**src/oscss_pkg.sv**
```systemverilog
// Shared constants for the oscillator and system clock source selector
package oscss_pkg;

  // ==========================================================================
  // Register port shape
  localparam int unsigned ADDR_W = 4;
  localparam int unsigned DATA_W = 8;

  // ==========================================================================
  // Register offsets
  localparam logic [3:0] OFF_SYS_MODE = 4'h0;   // system_mode_register
  localparam logic [3:0] OFF_SUB_SEL  = 4'h1;   // sub_clock_select_register
  localparam logic [3:0] OFF_STATUS   = 4'h2;   // read-only state view

  // ==========================================================================
  // system_mode_register fields
  localparam int unsigned SYSTEM_MODE_REGISTER_HL_BIT   = 0;    // high_low_clock_select, 1 = fast
  localparam int unsigned SYSTEM_MODE_REGISTER_IDLE_BIT = 1;    // Halt goes to idle, not sleep
  localparam int unsigned SYSTEM_MODE_REGISTER_CKS_LSB  = 5;    // clock_divider_select, 3 bits
  localparam logic [7:0]  SYSTEM_MODE_REGISTER_WMASK    = 8'he3;
  localparam logic [7:0]  SYSTEM_MODE_REGISTER_RESET    = 8'h01;

  // ==========================================================================
  // sub_clock_select_register fields
  localparam int unsigned SUB_LP_BIT    = 7;    // slow_crystal_low_power
  localparam logic [6:0]  SUB_CODE_INTERNAL_SLOW_RC = 7'h2a; // 0101010
  localparam logic [6:0]  SUB_CODE_LXT  = 7'h55; // 1010101
  localparam logic [7:0]  SUB_RESET     = 8'h2a;

  // ==========================================================================
  // Status fields
  localparam int unsigned ST_LXT_READY = 0;
  localparam int unsigned ST_ON_FAST   = 1;
  localparam int unsigned ST_FAST_RUN  = 2;
  localparam int unsigned ST_HALTED    = 3;
  localparam int unsigned ST_CFG_XTAL  = 4;
  localparam int unsigned ST_CFG_HF    = 5;

  // ==========================================================================
  // Oscillator figures and timing counts
  localparam int unsigned FAST_RC_KHZ     = 8000;
  localparam int unsigned SLOW_RC_KHZ     = 32;
  localparam int unsigned DIV_MAX_LOG2    = 6;    // Fast divider up to 64
  localparam int unsigned LXT_START_TICKS = 1024; // Crystal edges before use

  // ==========================================================================
  // Operating modes
  typedef enum logic [1:0] {
    MODE_NORMAL,
    MODE_SLOW,
    MODE_IDLE,
    MODE_SLEEP
  } oscss_mode_t;

endpackage

```
**src/oscss_tick_divider.sv**
```systemverilog
// Power-of-two divider of an enable pulse train
`timescale 1ns/1ps
`default_nettype none
module oscss_tick_divider
  import oscss_pkg::*;
#(
  parameter int unsigned CNT_W = DIV_MAX_LOG2
) (
  input  wire logic             core_clk,
  input  wire logic             sys_rst,
  input  wire logic             tick_in,
  input  wire logic [2:0]       ratio_sel,
  input  wire logic             clear,
  output logic                  tick_out
);

  // ==========================================================================
  // Ratio decode: 2**sel, clamped at the largest ratio
  logic [CNT_W-1:0] count;
  logic [CNT_W-1:0] mask;
  logic [2:0]       sel_clamped;

  assign sel_clamped = (ratio_sel > 3'(CNT_W)) ? 3'(CNT_W) : ratio_sel;
  assign mask        = CNT_W'((1 << sel_clamped) - 1);
  assign tick_out    = tick_in && ((count & mask) == mask);

  // Clear restarts the period so a new ratio never yields a short pulse
  always_ff @(posedge core_clk or posedge sys_rst) begin
    if (sys_rst) begin
      count <= '0;
    end else if (clear) begin
      count <= '0;
    end else if (tick_in) begin
      count <= count + 1'b1;
    end
  end

endmodule
`default_nettype wire

```
**src/oscss_top.sv**
```systemverilog
// Oscillator source selection, fast clock divider and system clock gating
//
// Implementation choices: the address map and the address-and-strobe port.
`timescale 1ns/1ps
`default_nettype none
module oscss_top
  import oscss_pkg::*;
#(
  parameter int unsigned LXT_START = LXT_START_TICKS
) (
  input  wire logic              core_clk,
  input  wire logic              sys_rst,
  input  wire logic [ADDR_W-1:0] reg_addr,
  input  wire logic [DATA_W-1:0] reg_wdata,
  input  wire logic              reg_wr,
  input  wire logic              reg_rd,
  output logic      [DATA_W-1:0] reg_rdata,
  input  wire logic              cfg_fast_crystal,
  input  wire logic              cfg_crystal_high_freq,
  input  wire logic              internal_fast_rc_tick,
  input  wire logic              external_fast_crystal_tick,
  input  wire logic              internal_slow_rc_tick,
  input  wire logic              external_slow_crystal_tick,
  input  wire logic              cpu_halt,
  input  wire logic              wdt_enable,
  output logic                   sys_clk_en,
  output logic                   wdt_clk_en,
  output logic                   tbc_clk_en,
  output logic                   fast_osc_run,
  output logic                   slow_crystal_run,
  output logic                   fast_crystal_high_freq,
  output logic                   slow_crystal_low_power,
  output logic                   fast_crystal_pins_io,
  output logic                   slow_crystal_pins_io,
  output logic                   mcu_reset_req
);

  // ==========================================================================
  // Configuration options
  // Options are straps: caught once by a clocked process after reset release
  logic cfg_taken;
  logic cfg_xtal_q;
  logic cfg_hf_q;

  always_ff @(posedge core_clk or posedge sys_rst) begin
    if (sys_rst) begin
      cfg_taken  <= 1'b0;
      cfg_xtal_q <= 1'b0;
      cfg_hf_q   <= 1'b0;
    end else if (!cfg_taken) begin
      cfg_taken  <= 1'b1;
      cfg_xtal_q <= cfg_fast_crystal;
      cfg_hf_q   <= cfg_crystal_high_freq;
    end
  end

  // ==========================================================================
  // Register decode
  logic [7:0] sys_mode;
  logic [7:0] sub_sel;
  wire        wr_sys_mode = reg_wr && (reg_addr == OFF_SYS_MODE);
  wire        wr_sub_sel  = reg_wr && (reg_addr == OFF_SUB_SEL);
  wire  [6:0] new_code    = reg_wdata[6:0];
  // Only two codes are legal; anything else asks for a device reset
  wire        code_bad    = (new_code != SUB_CODE_INTERNAL_SLOW_RC) && (new_code != SUB_CODE_LXT);

  // Sub select holds its old legal value on a bad code, so a slow source
  // always stays designated even before the reset lands
  always_ff @(posedge core_clk or posedge sys_rst) begin
    if (sys_rst) begin
      sys_mode      <= SYSTEM_MODE_REGISTER_RESET;
      sub_sel       <= SUB_RESET;
      mcu_reset_req <= 1'b0;
    end else begin
      mcu_reset_req <= wr_sub_sel && code_bad;
      if (wr_sys_mode) begin
        sys_mode <= reg_wdata & SYSTEM_MODE_REGISTER_WMASK;
      end
      if (wr_sub_sel && !code_bad) begin
        sub_sel <= reg_wdata;
      end
    end
  end

  // ==========================================================================
  // Slow source selection and crystal start-up
  wire        sel_lxt = (sub_sel[6:0] == SUB_CODE_LXT);
  logic [15:0] lxt_count;
  logic        lxt_ready;

  // The crystal counts its own edges; a stopped crystal starts over
  always_ff @(posedge core_clk or posedge sys_rst) begin
    if (sys_rst) begin
      lxt_count <= '0;
      lxt_ready <= 1'b0;
    end else if (!slow_crystal_run) begin
      lxt_count <= '0;
      lxt_ready <= 1'b0;
    end else if (external_slow_crystal_tick && !lxt_ready) begin
      lxt_count <= lxt_count + 16'h0001;
      lxt_ready <= (lxt_count == 16'(LXT_START - 1));
    end
  end

  // Slow clock edges: RC or settled crystal, never both; none while the crystal starts up
  wire sub_live = !sel_lxt || lxt_ready;
  wire sub_tick = sel_lxt ? (external_slow_crystal_tick && lxt_ready)
                          : internal_slow_rc_tick;

  // ==========================================================================
  // Fast source and divider
  wire fast_src_tick = (cfg_xtal_q ? external_fast_crystal_tick
                                   : internal_fast_rc_tick) && fast_osc_run;
  logic       on_fast;
  logic [2:0] div_sel;
  logic       div_tick;
  logic       apply_sel;

  oscss_tick_divider #(
    .CNT_W (DIV_MAX_LOG2)
  ) u_fast_div (
    .core_clk  (core_clk),
    .sys_rst   (sys_rst),
    .tick_in   (fast_src_tick),
    .ratio_sel (div_sel),
    .clear     (apply_sel),
    .tick_out  (div_tick)
  );

  // ==========================================================================
  // Glitch-free switching
  // A new source or ratio takes over at an edge of the present one, or at once from an unsettled slow crystal
  wire       want_fast = sys_mode[SYSTEM_MODE_REGISTER_HL_BIT];
  wire [2:0] want_div  = sys_mode[SYSTEM_MODE_REGISTER_CKS_LSB +: 3];
  wire       raw_tick  = on_fast ? div_tick : sub_tick;
  wire       sel_moved = (want_fast != on_fast) || (want_div != div_sel);
  // A dead slow crystal would never give its edge, so it may be left at once
  assign apply_sel = sel_moved && (raw_tick || (!on_fast && !sub_live));

  always_ff @(posedge core_clk or posedge sys_rst) begin
    if (sys_rst) begin
      on_fast <= SYSTEM_MODE_REGISTER_RESET[SYSTEM_MODE_REGISTER_HL_BIT];
      div_sel <= SYSTEM_MODE_REGISTER_RESET[SYSTEM_MODE_REGISTER_CKS_LSB +: 3];
    end else if (apply_sel) begin
      on_fast <= want_fast;
      div_sel <= want_div;
    end
  end

  // ==========================================================================
  // Operating mode
  oscss_mode_t mode;
  oscss_mode_t next_mode;

  always_comb begin
    case ({cpu_halt, sys_mode[SYSTEM_MODE_REGISTER_IDLE_BIT]})
      2'b10:   next_mode = MODE_SLEEP;
      2'b11:   next_mode = MODE_IDLE;
      default: next_mode = on_fast ? MODE_NORMAL : MODE_SLOW;
    endcase
  end

  always_ff @(posedge core_clk or posedge sys_rst) begin
    if (sys_rst) begin
      mode <= MODE_NORMAL;
    end else begin
      mode <= next_mode;
    end
  end

  // ==========================================================================
  // Clock enables to the core and timers
  logic cpu_running;
  logic wdt_keep;
  logic tbc_keep;

  always_comb begin
    case (mode)
      MODE_NORMAL: begin
        cpu_running = 1'b1;
        wdt_keep    = 1'b1;
        tbc_keep    = 1'b1;
      end
      MODE_SLOW: begin
        cpu_running = 1'b1;
        wdt_keep    = 1'b1;
        tbc_keep    = 1'b1;
      end
      MODE_IDLE: begin
        cpu_running = 1'b0;
        wdt_keep    = 1'b1;
        tbc_keep    = 1'b1;
      end
      MODE_SLEEP: begin
        cpu_running = 1'b0;
        wdt_keep    = wdt_enable;
        tbc_keep    = 1'b0;
      end
      default: begin
        cpu_running = 1'b0;
        wdt_keep    = 1'b0;
        tbc_keep    = 1'b0;
      end
    endcase
  end

  // Fast oscillator only runs while the core is clocked from it
  wire next_fast_run = (next_mode == MODE_NORMAL);

  always_ff @(posedge core_clk or posedge sys_rst) begin
    if (sys_rst) begin
      sys_clk_en   <= 1'b0;
      wdt_clk_en   <= 1'b0;
      tbc_clk_en   <= 1'b0;
      fast_osc_run <= 1'b1;
    end else begin
      sys_clk_en   <= raw_tick && cpu_running && (next_mode != MODE_IDLE)
                      && (next_mode != MODE_SLEEP);
      wdt_clk_en   <= sub_tick && wdt_keep;
      tbc_clk_en   <= sub_tick && tbc_keep;
      fast_osc_run <= next_fast_run;
    end
  end

  // ==========================================================================
  // Pin function and oscillator control
  always_ff @(posedge core_clk or posedge sys_rst) begin
    if (sys_rst) begin
      slow_crystal_run       <= 1'b0;
      slow_crystal_low_power <= 1'b0;
      fast_crystal_high_freq <= 1'b0;
      fast_crystal_pins_io   <= 1'b1;
      slow_crystal_pins_io   <= 1'b1;
    end else begin
      slow_crystal_run       <= sel_lxt;
      slow_crystal_low_power <= sub_sel[SUB_LP_BIT];
      fast_crystal_high_freq <= cfg_hf_q;
      fast_crystal_pins_io   <= !cfg_xtal_q;
      slow_crystal_pins_io   <= !sel_lxt;
    end
  end

  // ==========================================================================
  // Read port: data valid only in the cycle after the strobe
  wire [7:0] status_word = {2'b00, cfg_hf_q, cfg_xtal_q, (mode == MODE_IDLE) ||
                            (mode == MODE_SLEEP), fast_osc_run, on_fast, lxt_ready};
  wire [7:0] rd_mux = (reg_addr == OFF_SYS_MODE) ? sys_mode :
                      (reg_addr == OFF_SUB_SEL)  ? sub_sel  :
                      (reg_addr == OFF_STATUS)   ? status_word : 8'h00;

  always_ff @(posedge core_clk or posedge sys_rst) begin
    if (sys_rst) begin
      reg_rdata <= '0;
    end else begin
      reg_rdata <= reg_rd ? rd_mux : 8'h00;
    end
  end
endmodule
`default_nettype wire

```
**config.mk**
```make
export PLATFORM = sky130hd
export DESIGN_NAME = oscss_top
export DESIGN_NICKNAME = d
export VERILOG_FILES = /design/src/oscss_pkg.sv /design/src/oscss_tick_divider.sv /design/src/oscss_top.sv
export SDC_FILE = /design/constraint.sdc
export NUM_CORES = 1
export LEC_CHECK = 0
export BUFFER_PORTS_ARGS = -buffer_cell sky130_fd_sc_hd__clkbuf_2
export CAP_MARGIN = 20
export CORE_MARGIN = 4
export CORE_UTILIZATION = 25
export DETAILED_ROUTE_END_ITERATION = 10
export GPL_TIMING_DRIVEN = 0
export SLEW_MARGIN = 15
export SYNTH_ARGS = -nofsm -noshare
export SYNTH_HDL_FRONTEND = slang
export SYNTH_SLANG_ARGS = --single-unit
```
**constraint.sdc**
```tcl
create_clock -name core_clk -period 2.15 [get_ports core_clk]
set_clock_uncertainty 0.05 [all_clocks]
set_input_delay 0.3225 -clock core_clk [delete_from_list [all_inputs] [get_ports core_clk]]
set_output_delay 0.3225 -clock core_clk [all_outputs]
set_load 0.03 [all_outputs]
```
==> summary by stage, run 1 <==
Finish
The fraction of layout cells with a size suffix above 1 is about 30%. After routing the design area is approximately 3600 um^2. The number of inserted diodes is 0. The final layout net count is about 330. Relative to the synthesized area, the layout overhead comes to 26.0%. The post-route non-filler standard cell count is between 400 and 500.

Critical path
The worst setup path is launched from a register. The worst setup slack for register-to-register paths is between 0.15 and 0.2 ns. Among all stages on the critical path, the largest delay is contributed by dfrtp_1. For this run, the slowest stage of the critical path takes 0.46 ns. The critical path is of the reg -> reg type. The maximum fanout count along the critical path is 10. Data on the critical path arrives at its endpoint at between 2 and 2.5 ns.

The endpoint kind of the worst setup timing path is a register. The critical path goes through mux2i_1 > nor2b_1 > buf_2 > and4_1 > o2bb2ai_4 > mux2_4. The required time of the critical path is about 2.3 ns.

CTS
The clock latency on the worst-skew pair is between 0.3 and 0.4 ns. The buffer depth of the longest clock path is 2. CTS placed an instance of clkbuf_16 at the clock tree root. The TritonCTS buffer count is 9. The CTS clock-pin slew for the worst setup and hold paths is 0.05 ns.

The number of buffers inserted by hold repair at cts is 0. The tree built by TritonCTS fans out to 63 sinks. The post-cts repair resize count is 0.

Buffers added to address setup during post-CTS repair amount to 0. TritonCTS built the clock tree. The H-tree level count is 3.

Timing
The aggregate negative setup slack is 0 ns. The number of failing hold endpoints at the final stage is 12. The worst path needs a little under 2 ns of the cycle, external delays included. The transition time at the pin with the least slew margin is 0.711 ns.

The upper clock frequency limit is between 500 and 600 MHz. Measured against its own limit, the worst slew margin works out to 52.2%. The max-slew violation count is 0. The worst path meets setup with ~0.17 ns of slack. The final hold slack is -0.0103 ns. Dividing the final minimum period by the clock period gives 92.3%. The final count of negative-setup-slack endpoints is 0. Setup repair after global routing left no endpoint under its margin.

Routing
The DRC violation count after routing is 0. After detailed routing, the number of vias per cell comes to around 4.5. For this run, the detailed router's first-pass iteration total came to 4.

The detail route stage leaves a number of antenna-violating nets equal to 0. For this block, the routed nets add up to between 6 and 7 mm of wire. Detailed routing inserted a total of ~2,000 vias.

The number of design-rule violations left by the first detailed-router iteration is 46. The average routed wire per standard cell is ~14 um.

Global route
Global routing consumed, on the met2 layer, between 10% and 20% of the routing resources. For this run the aggregate overflow at the end of global routing stands at 0. The most utilized layer in the global route result is met2. The via count of the first global-routing pass is about 2,100. In the global route stage, met3 resource usage came out at approximately 3.2%. The initial antenna violation count was 0. The aggregate global-route resource usage is approximately a tenth. The first global-routing pass estimated around 11 mm of wire.

The met1 capacity usage during global routing is roughly an eighth. Entering global routing, the biggest net connects 64 pins.

Yosys
The total nets after synthesis is 272. The synthesized netlist devotes 18.2% of its cell area to simple gates. The XOR/XNOR share of the synthesized area is 6.96%.

The synthesis warning total is 0. Synthesis instantiated 40 different standard cells from the library. The average instance area after synthesis is 11.8 um^2. In this run the biggest area consumer among cell types represents a little under half of the synthesized area. The dominant combinational cell family by area after synthesis is simple AND/OR/NAND/NOR gates. The count of mapped cells out of synthesis is 246. In the synthesized netlist the dominant register cell turns out to be dfrtp_1. The share of synthesized flip-flops with an asynchronous set or reset is 100%. The adder-cell share of the synthesized area is less than 1%. The portion of the post-synthesis area used by sequential elements is between 50% and 60%. In the post-synthesis netlist, the biggest area contributors are dfrtp_1 (48%), dfstp_2 (7.3%), mux2_2 (5.8%). The post-synthesis compound-gate area fraction is around 8.5%.

The post-synthesis cell area is 2890 um^2. Synthesis inferred 63 register bits. Yosys mapped a number of flops with a built-in enable equal to 0.

The portion of synthesized area spent on multiplexers is about 8.8%. The library cell with the largest summed area after synthesis is dfrtp_1.

Floorplan
Once the floorplan was initialized, standard cells occupied 25.5% of the core. The die is approximately 120 um tall. The floorplan has 39 rows. Measured along the x axis, the die boundary spans 116 um.

The core box area is ~11,000 um^2. The number of placed I/O pins is 42. The floorplan die area is between 10,000 and 15,000 um^2.

Placed design
The worst setup slack before clock tree synthesis is roughly 0.09 ns. The number of I/O port buffers is 41. In this run the cell area measured after placement is 3310 um^2. Counting tap cells, the placed design contains a total of ~430 instances. The HPWL after detailed placement is between 4 and 5 mm. The congestion estimate from routability-driven global placement came to slightly below 0.8.

Outcome
The checks that failed: hold timing. The flow ran to the end, but the final reports show violations.

Power
The leakage power figure is around 1.7 nW. In this run the power density over the cells is 977 nW/um^2. IR analysis of the VDD net gives a maximum drop of between 0.3 and 0.4 mV.

Hold path
The class of the tightest hold or removal check is in -> async.

Flow run
Across the run, the number of max-cap violations was 0.
==> registers in the layout, summed over array words and instances, names as in the netlist, 2 cells and up <==
| name | cells |
|---|---|
| div_sel | 3 |
| sub_sel | 8 |
| mode | 2 |
| u_fast_div.count | 6 |
| reg_rdata | 8 |
| lxt_count | 16 |
| sys_mode | 5 |
==> critical path, delay by kind of cell (launching register included) <==
family | cells | cell delay, ns
buffers and inverters | 1 | 0.20
flip-flops | 1 | 0.46
AO/OA/AOI/OAI | 1 | 0.23
multiplexers | 2 | 0.50
AND/OR/NAND/NOR | 2 | 0.43
==> cell usage after synthesis, types with 2 or more instances <==
cell type  instances
a21oi_1           12
a22oi_1            5
a2bb2oi_1          2
a31oi_1            3
and2_1            15
and3_1             6
clkbuf_1           4
dfrtp_1           55
dfstp_2            8
ha_1               2
inv_1              8
mux2_2            15
mux2_4             3
mux2i_1            4
nand2_1           18
nand2b_1           3
nand3_1            4
nand4_1            7
nor2_1             6
nor2b_1            9
nor3_1             6
nor4_1             3
nor4b_4            2
o21ai_0            9
xnor2_1           10
xor2_1            13
==> layout make-up <==
type	instances	area, um^2
multi-input combinational	170	1260
timing repair buffer	42	233
clock buffer	10	229
sequential	63	1590
buffer	5	20.0
inverter	8	32.5
tap	143	179
fill	1154	7720
clock inverter	6	109
==> per-stage QoR <==
stage,utilization [%],hold slack [ns],total power [W]
after global routing,32.1,0.0206,0.00374
after detailed placement,29.1,0.349,0.00195
after CTS,32.1,0.00399,0.00362
final,32.1,-0.0103,0.00356
after global placement,28.8,0.348,0.00193
after floorplan,-,0.314,0.00180
==> logic make-up after synthesis <==
group,count (synthesis)
flops,63
xor+xnor,23
fa+ha+maj,2
other cells,1
mux,22
buf+inv,13
compound gates,37
simple gates,85
==> where the power goes <==
| part | internal [W] | switching, W |
|---|---|---|
| logic | 0.000243 | 0.000256 |
| registers | 0.00131 | 0.000116 |
| clock network | 0.00113 | 0.000506 |
==> path summary, 6_finish.rpt <==
kind | start | end | depth (start not counted)
min in group core_clk | cpu_halt | fast_osc_run | 2
setup / recovery | cfg_xtal_q | div_sel[0] | 6
setup reg to reg | cfg_xtal_q | div_sel[0] | 6
hold reg to reg | cfg_hf_q | fast_crystal_high_freq | 0
hold / removal | sys_rst | reg_rdata[1] | 3
max in group asynchronous | sys_rst | fast_crystal_pins_io | 3
==> per-layer routing <==
layer / share of wire [%] / vias to the layer above
li1: - / 964
met1: 44 / 990
met2: 51 / 37
met3: 3.9 / 9
met4: 1.1 / 0
met5: 0 / -
==> cell usage in the layout (no fill, tap or decap), drive strengths merged, types with 9 or more instances in the layout <==
cell type / n
and2: 15
mux2: 18
o21ai: 9
xnor2: 10
dfrtp: 55
xor2: 13
nand2: 18
clkbuf: 55
nor2b: 9
a21oi: 12
Power figures use the tool's default switching activity.
==> run 2: changes to the inputs <==
--- a/config.mk
+++ b/config.mk
@@ -11,6 +11,7 @@
 export CORE_UTILIZATION = 25
 export DETAILED_ROUTE_END_ITERATION = 10
 export GPL_TIMING_DRIVEN = 0
+export HOLD_SLACK_MARGIN = 0.05
 export SLEW_MARGIN = 15
 export SYNTH_ARGS = -nofsm -noshare
 export SYNTH_HDL_FRONTEND = slang
==> constraint.sdc (replaced) <==
create_clock -name core_clk -period 2.15 [get_ports core_clk]
set_clock_uncertainty 0.05 [all_clocks]
set_input_delay 0.1075 -clock core_clk [delete_from_list [all_inputs] [get_ports core_clk]]
set_output_delay 0.1075 -clock core_clk [all_outputs]
set_load 0.03 [all_outputs]
==> run 2 against run 1 <==
- the run now ends clean
- worst hold slack improved by 0.11 ns
- utilization increased by 1.1 points
- count of clock-buffer cells in the layout stayed put
- worst setup slack gained 0.0042 ns
- critical path type unchanged
- sequential share of layout area fell by 1.4 points
- clock power about the same
==> summary by stage, run 2 (synthesis gave the netlist of run 1 again) <==
Critical path
The maximum fanout count along the critical path is 10. The largest stage delay on the critical path is around 0.46 ns. The arrival time of data at the critical path endpoint is 2.13 ns. Across all register-to-register paths, the minimum setup slack is about 0.17 ns. The number of gates on the worst path with buffers counted is 6. The critical path startpoint category is a register.

The endpoint of the most critical register-to-register path is div_sel[0]. In this design, the largest share of critical-path delay is due to multiplexers. The worst register-to-register path begins at cfg_xtal_q. The cell at the slowest stage of the critical path is dfrtp_1. Together, buffers and inverters on the worst path number 1. The required time of the critical path is between 2 and 2.5 ns. The number of cells on the worst reg-to-reg path is 6.

The classification of the worst setup path is reg -> reg. The critical path goes through mux2i_1 > nor2b_1 > buf_2 > and4_1 > o2bb2ai_4 > mux2_4. The endpoint kind of the worst setup timing path is a register.

Timing
The number of failing hold endpoints at the final stage is 0. The worst path uses 92.1% of the clock period. The time the final worst path needs with I/O delays and setup is 1.98 ns. Setup violations remaining at the end of the flow were counted as 0. Derived from the worst setup path, the maximum achievable clock frequency is about 510 MHz. Setup repair after global routing left no endpoint under its margin. For the pin with the worst max-slew slack, the measured transition is around 0.7 ns. The relative slew slack is a little over half.

The max-slew violation count is 0. Across all setup checks in the final design, the least slack found is ~0.17 ns.

CTS
In this run the deepest clock path goes through 2 buffers. After clock tree synthesis, the clock-pin slew on the worst setup and hold paths is ~0.05 ns. For this design, the sink count on the clock tree is 63. The H-tree level count is 3. The clock tree from TritonCTS is built. Post-CTS timing repair inserted 0 buffers for setup. Buffers inserted during clock tree synthesis total 9. The tree is rooted in a clkbuf_16. The clock latency on the worst-skew pair is between 0.3 and 0.4 ns.

Floorplan
The floorplan step defined a core boundary enclosing roughly 11,000 um^2. For this design the top-level I/O count stands at 42. The number of standard-cell rows in the floorplan is 39.

The floorplan die area is roughly 13,000 um^2. The die is about 120 um wide. From bottom edge to top edge, the die measures approximately 120 um. The initial core utilization is between 20 and 30%.

Finish
The post-route netlist has about 28% of its cells at a drive strength greater than 1. The largest registers in the layout are lxt_count x16, reg_rdata x8, sub_sel x8. In the layout the commonest cells are dfrtp_1 (55), clkbuf_2 (41), nand2_1 (18).

The post-route non-filler standard cell count is around 460. From synthesis to final layout, the design area changed by 30.1%. The library cell used most frequently in the layout, excluding fill and tap cells, is dfrtp_1.

The repair_antennas step left the layout with diodes totalling 0. Cells fill between 30% and 40% of the core in the end. More flip-flops sit in one register than any other, and that register is lxt_count.

The flip-flop count of the largest register after layout is 16. After the last flow step, the layout net total stands at about 340.

Routing
The average routed wire per standard cell is about 14 um. The mean number of vias per cell is around 4.5. The detail route stage leaves a number of antenna-violating nets equal to 0.

For this block, the initial DRC count from the detailed router was between 50 and 60. The final routed wirelength across all metal layers is between 6 and 7 mm. The via count is approximately 2,000. In the routed design, unresolved DRC markers number 0. The first detailed-routing pass took 4 iterations.

Flow run
The number of max-cap violations is 0.

Hold path
In this run the most critical hold path is launched from reg_wdata[0]. The sink of the worst hold path is sub_sel[6]. The worst hold path passes through 2 cells. The class of the tightest hold or removal check is in -> reg.

Global route
The overall overflow remaining after global route is 0. The first global-routing pass estimated around 11 mm of wire. The via count of the first global-routing pass came to around 2,200.

The aggregate global-route resource usage is roughly a tenth. The largest net degree at the start of global routing is 64. The initial antenna violation count came to 0.

Power
VDD sags by at most between 0.3 and 0.4 mV. The post-layout total power is roughly 0.0036 W. The leakage power figure is approximately 1.8 nW. The total power per unit cell area is approximately 950 nW/um^2.

Placed design
Detailed placement finished with a half-perimeter wire length of about 4.5 mm. The number of placed instances, taps included, is between 400 and 500. The count of buffers added on input and output ports is roughly 40. The global placer's final weighted congestion is 0.789.

The worst setup slack before clock tree synthesis is 0.137 ns.

Outcome
The run finished with clean final reports.
## run 2: cell types whose count changed in the layout (fill, tap and decap cells not counted), sizes merged
cell	before	now
dlygate4sd3	0	12
## run 2: timing repair
action | in CTS | in global routing
hold endpoints to repair | 75 | 0
hold buffers | 12 | 0
gates resized for setup | 0 | 0
## run 2: how the worst max path moves through the flow
stage                       startpoint                endpoint
final                       cfg_xtal_q              div_sel[0]
after global routing        cfg_xtal_q              div_sel[0]
after CTS                   sub_sel[6]              div_sel[0]
after detailed placement    sub_sel[6]              div_sel[0]
after global placement         sys_rst  slow_crystal_low_power
after floorplan           fast_osc_run              div_sel[0]
## run 2: layer usage
metal,wire length (um),vias up,track usage [%]
li1,-,989,-
met1,2700,1008,13.0
met2,3240,40,17.3
met3,276,9,3.24
met4,66,0,3.05
met5,0,-,0
## run 2: cell type report
type                       count  area, um^2
buffer                         5        20.0
fill                        1146        7600
clock buffer                  10         229
inverter                       8        32.5
tap                          143         179
clock inverter                 6         109
multi-input combinational    170        1260
sequential                    63        1590
timing repair buffer          54         353
## run 2: where the power goes
group	internal, W	switching, W	leakage [nW]
registers	0.00131	0.000117	0.819
clock network	0.00113	0.000507	0.166
logic	0.000257	0.000259	0.780
## run 2: through the flow
step                      area (um^2)  TNS, ns  hold slack (ns)
after global placement           3280   -17.21            0.245
after detailed placement         3310        0            0.141
after CTS                        3770        0           0.0782
after global routing             3770        0            0.102
final                            3770        0           0.0964
after floorplan                  2890        0           0.0994
==> run 3: changes to the inputs <==
--- a/config.mk
+++ b/config.mk
@@ -5,6 +5,7 @@
 export SDC_FILE = /design/constraint.sdc
 export NUM_CORES = 1
 export LEC_CHECK = 0
+export ABC_AREA = 1
 export BUFFER_PORTS_ARGS = -buffer_cell sky130_fd_sc_hd__clkbuf_2
 export CAP_MARGIN = 20
 export CORE_MARGIN = 4
==> run 3 against run 2 <==
- combinational power fell by 19%
- synthesized area grew 3.2%
- synthesized cell count increased by 41%
- clock power fell by 11%
- worst setup slack better by 0.31 ns
- largest power group unchanged
- critical endpoint is now u_fast_div.count[5]
- routed wire length increased by 9.8%
- utilization rose by 0.069 points
==> summary by stage, run 3 <==
Floorplan
42 I/O pins were placed. The core box area is 11,600 um^2. The floorplan die area is between 10,000 and 15,000 um^2. The width of the die is ~120 um. The initialized floorplan defines 39 standard-cell rows. The initial utilization of the core area, before any placement, comes to between 20% and 30%. The die span in y is between 100 and 150 um.

Routing
After detailed routing, the number of remaining DRC violations is 0. After detailed routing, the number of vias per cell comes to between 4 and 5. The detail route stage leaves a number of antenna-violating nets equal to 0.

The first detailed-routing pass ran for 4 iterations. Detailed routing inserted a total of 2,574 vias. The average routed wire per standard cell is roughly 12 um.

The final routed wirelength across all metal layers is approximately 6.9 mm. For this block, the initial DRC count from the detailed router was roughly 140.

Placed design
Routability-driven placement finished with a final weighted congestion of approximately 0.89. The number of placed instances with taps included is ~530. Detailed placement finished with a half-perimeter wire length of a little over 5 mm.

Input and output buffers added on the ports amount to 40. The worst setup slack before clock tree synthesis is 0.460 ns.

Finish
The post-route non-filler standard cell count is roughly 560. The register with the most flip-flops is lxt_count. The final layout contains 440 nets. The top cell types in the final layout, fill and taps aside, are nand2_1 (70), dfrtp_1 (55), inv_1 (44). Leaving out fill and tap cells, the most frequent cell in the layout is nand2_1. The post-route netlist has 19.3% of its cells at a drive strength greater than 1. The register with the most flip-flops in the layout has 16 of them.

In the final layout, the registers with the most flip-flops are lxt_count x16, reg_rdata x8, sub_sel x8. The synthesis-to-finish area growth is 28.5%. The repair_antennas step left the layout with diodes totalling 0.

CTS
The number of buffers inserted by hold repair at cts is 14. The TritonCTS buffer count is 9. The post-cts repair resize count is 0. The clock latency on the worst-skew pair is around 0.32 ns. Counting every sink on the clock net gives between 60 and 70. Clock-pin slew was measured on the worst setup and hold paths at about 0.05 ns. The H-tree was split into 3 levels.

The buffer depth of the longest clock path is 2. The number of setup buffers added after CTS is 0. The clock tree root buffer cell is clkbuf_16. The clock tree from TritonCTS is built.

Global route
The via count of the first global-routing pass is 2,580. The first global-routing pass estimated 12.2 mm of wire. The overall overflow remaining after global route is 0.

Entering global routing, the biggest net connects 55 pins. The initial antenna violation count is 0. Across every metal layer, demand over resource in global routing totals between 10% and 20%.

Critical path
The worst setup slack for register-to-register paths is 0.48 ns. The endpoint of the most critical register-to-register path is u_fast_div.count[5]. STA classifies the critical path startpoint as a register. By startpoint and endpoint, the worst setup path is classified as reg -> reg. The worst setup path is captured at a register. The number of cells on the worst reg-to-reg path is 9. The required time of the critical path is about 2.3 ns. The worst setup path endpoint is u_fast_div.count[5].

In this run the critical register-to-register path is launched from fast_osc_run. The launch point of the critical path is fast_osc_run. Data on the critical path arrives at its endpoint at around 1.8 ns. The maximum fanout count along the critical path is 7.

Flow run
The number of max-cap violations is 0.

Hold path
The class of the tightest hold or removal check is in -> reg.

Timing
On the final layout, the worst hold slack is 0.0780 ns. The number of failing hold endpoints at the final stage is 0. Setup repair after global routing left no endpoint under its margin. Across all setup checks in the final design, the least slack found is between 0.4 and 0.5 ns. Setup violations remaining at the end of the flow were counted as 0. After layout, the minimum clock period comes to ~1.7 ns. The max-slew violation count was 0. The upper clock frequency limit is around 600 MHz. The period utilization is 77.6%.

Power
Summed over all cells, the static leakage comes to about 1.8 nW. The maximum ir drop on the vdd rail is a little under 0.5 mV. The total power per unit cell area is approximately 860 nW/um^2.

Yosys
In the synthesized netlist the dominant register cell turns out to be dfrtp_1. The cell count after synthesis came out at 348. After synthesis, the share of flip-flops with an asynchronous set or reset is 100%. By count the netlist is led by nand2_1 (70), dfrtp_1 (55), inv_1 (45), nor2_1 (39), nand3_1 (26).

The flop and latch count out of synthesis is 63. The number of distinct standard cells referenced by the synthesized netlist is 35. The portion of the post-synthesis area used by sequential elements is between 50% and 60%. Of the post-synthesis cell area, the dominant cell type holds ~46%. By area the synthesized netlist is led by dfrtp_1 (46%), nand2_1 (8.8%), dfstp_2 (7.0%).

The biggest area contributor in the post-synthesis netlist is dfrtp_1. Counting every net in the synthesized netlist gives 374. The count of flip-flops with a built-in enable after synthesis is 0. The average instance area after synthesis is ~8.6 um^2.

The post-synthesis cell area is approximately 3000 um^2. For this run, the number of Yosys warnings is 0. Yosys instantiated no cell more often than nand2_1.

Outcome
The flow ran to the end, and the final reports show no timing, DRC or antenna violations.
==> run 3: worst min path at each step <==
stage / startpoint / to / depth (start not counted)
global route: reg_rd / reg_rdata[1] / 3
global placement: cpu_halt / fast_osc_run / 2
floorplan: cpu_halt / fast_osc_run / 1
finish: reg_rd / reg_rdata[0] / 3
detailed placement: sys_rst / lxt_count[7] / 2
CTS: reg_rd / reg_rdata[0] / 3
==> run 3: cell families after synthesis <==
group	after synthesis	share of synthesized area, %
muxes	2	1.01
DFF	63	53.1
xor gates and xnor gates	9	2.64
buffers and inverters	51	6.79
and+or+nand+nor	171	26.4
AOI/OAI and AO/OA	49	9.13
adders and majority gates	2	0.838
other	1	0.126
==> run 3: stage by stage <==
| stage | instance area [um^2] | total power, W | TNS (ns) | util (%) |
|---|---|---|---|---|
| 2_1_floorplan | 2990 | 0.00169 | 0 | - |
| 3_3_place_gp | 3370 | 0.00181 | -18.99 | 29.1 |
| 6_report | 3840 | 0.00329 | 0 | 33.2 |
| 5_1_grt | 3840 | 0.00346 | 0 | 33.2 |
| 3_5_place_dp | 3400 | 0.00184 | 0 | 29.4 |
| 4_1_cts | 3840 | 0.00333 | 0 | 33.2 |
==> run 3: area by class of cell <==
| class | count | area, um^2 |
|---|---|---|
| sequential | 63 | 1590 |
| multi-input combinational | 234 | 1200 |
| timing repair buffer | 55 | 368 |
| inverter | 46 | 175 |
| fill | 1165 | 7730 |
| clock inverter | 3 | 42.5 |
| buffer | 5 | 30.0 |
| clock buffer | 13 | 260 |
| tap | 143 | 179 |
==> run 3: report_power, final <==
group	internal, W	leakage [nW]	switching, W
clock	0.000959	0.146	0.000505
combinational	0.000173	0.784	0.000244
sequential	0.00130	0.821	0.000116
total	0.00243	1.75	0.000865
==> run 3: critical path, cell delays in order, from the launching register on <==
cell and delay (ns):
dfstp_2 0.55, inv_1 0.04, nor2_1 0.09, nand2_1 0.17
nor2_1 0.13, nand3_1 0.11, nand3_2 0.14, nand2_1 0.11
inv_2 0.12, nor2_1 0.05
==> run 3: per-layer routing <==
metal	vias up	track usage, %	wire [um]
met4	0	3.45	62
met1	1231	13.2	3020
met2	64	18.3	3520
met5	-	0	0
met3	7	2.89	297
li1	1272	-	-
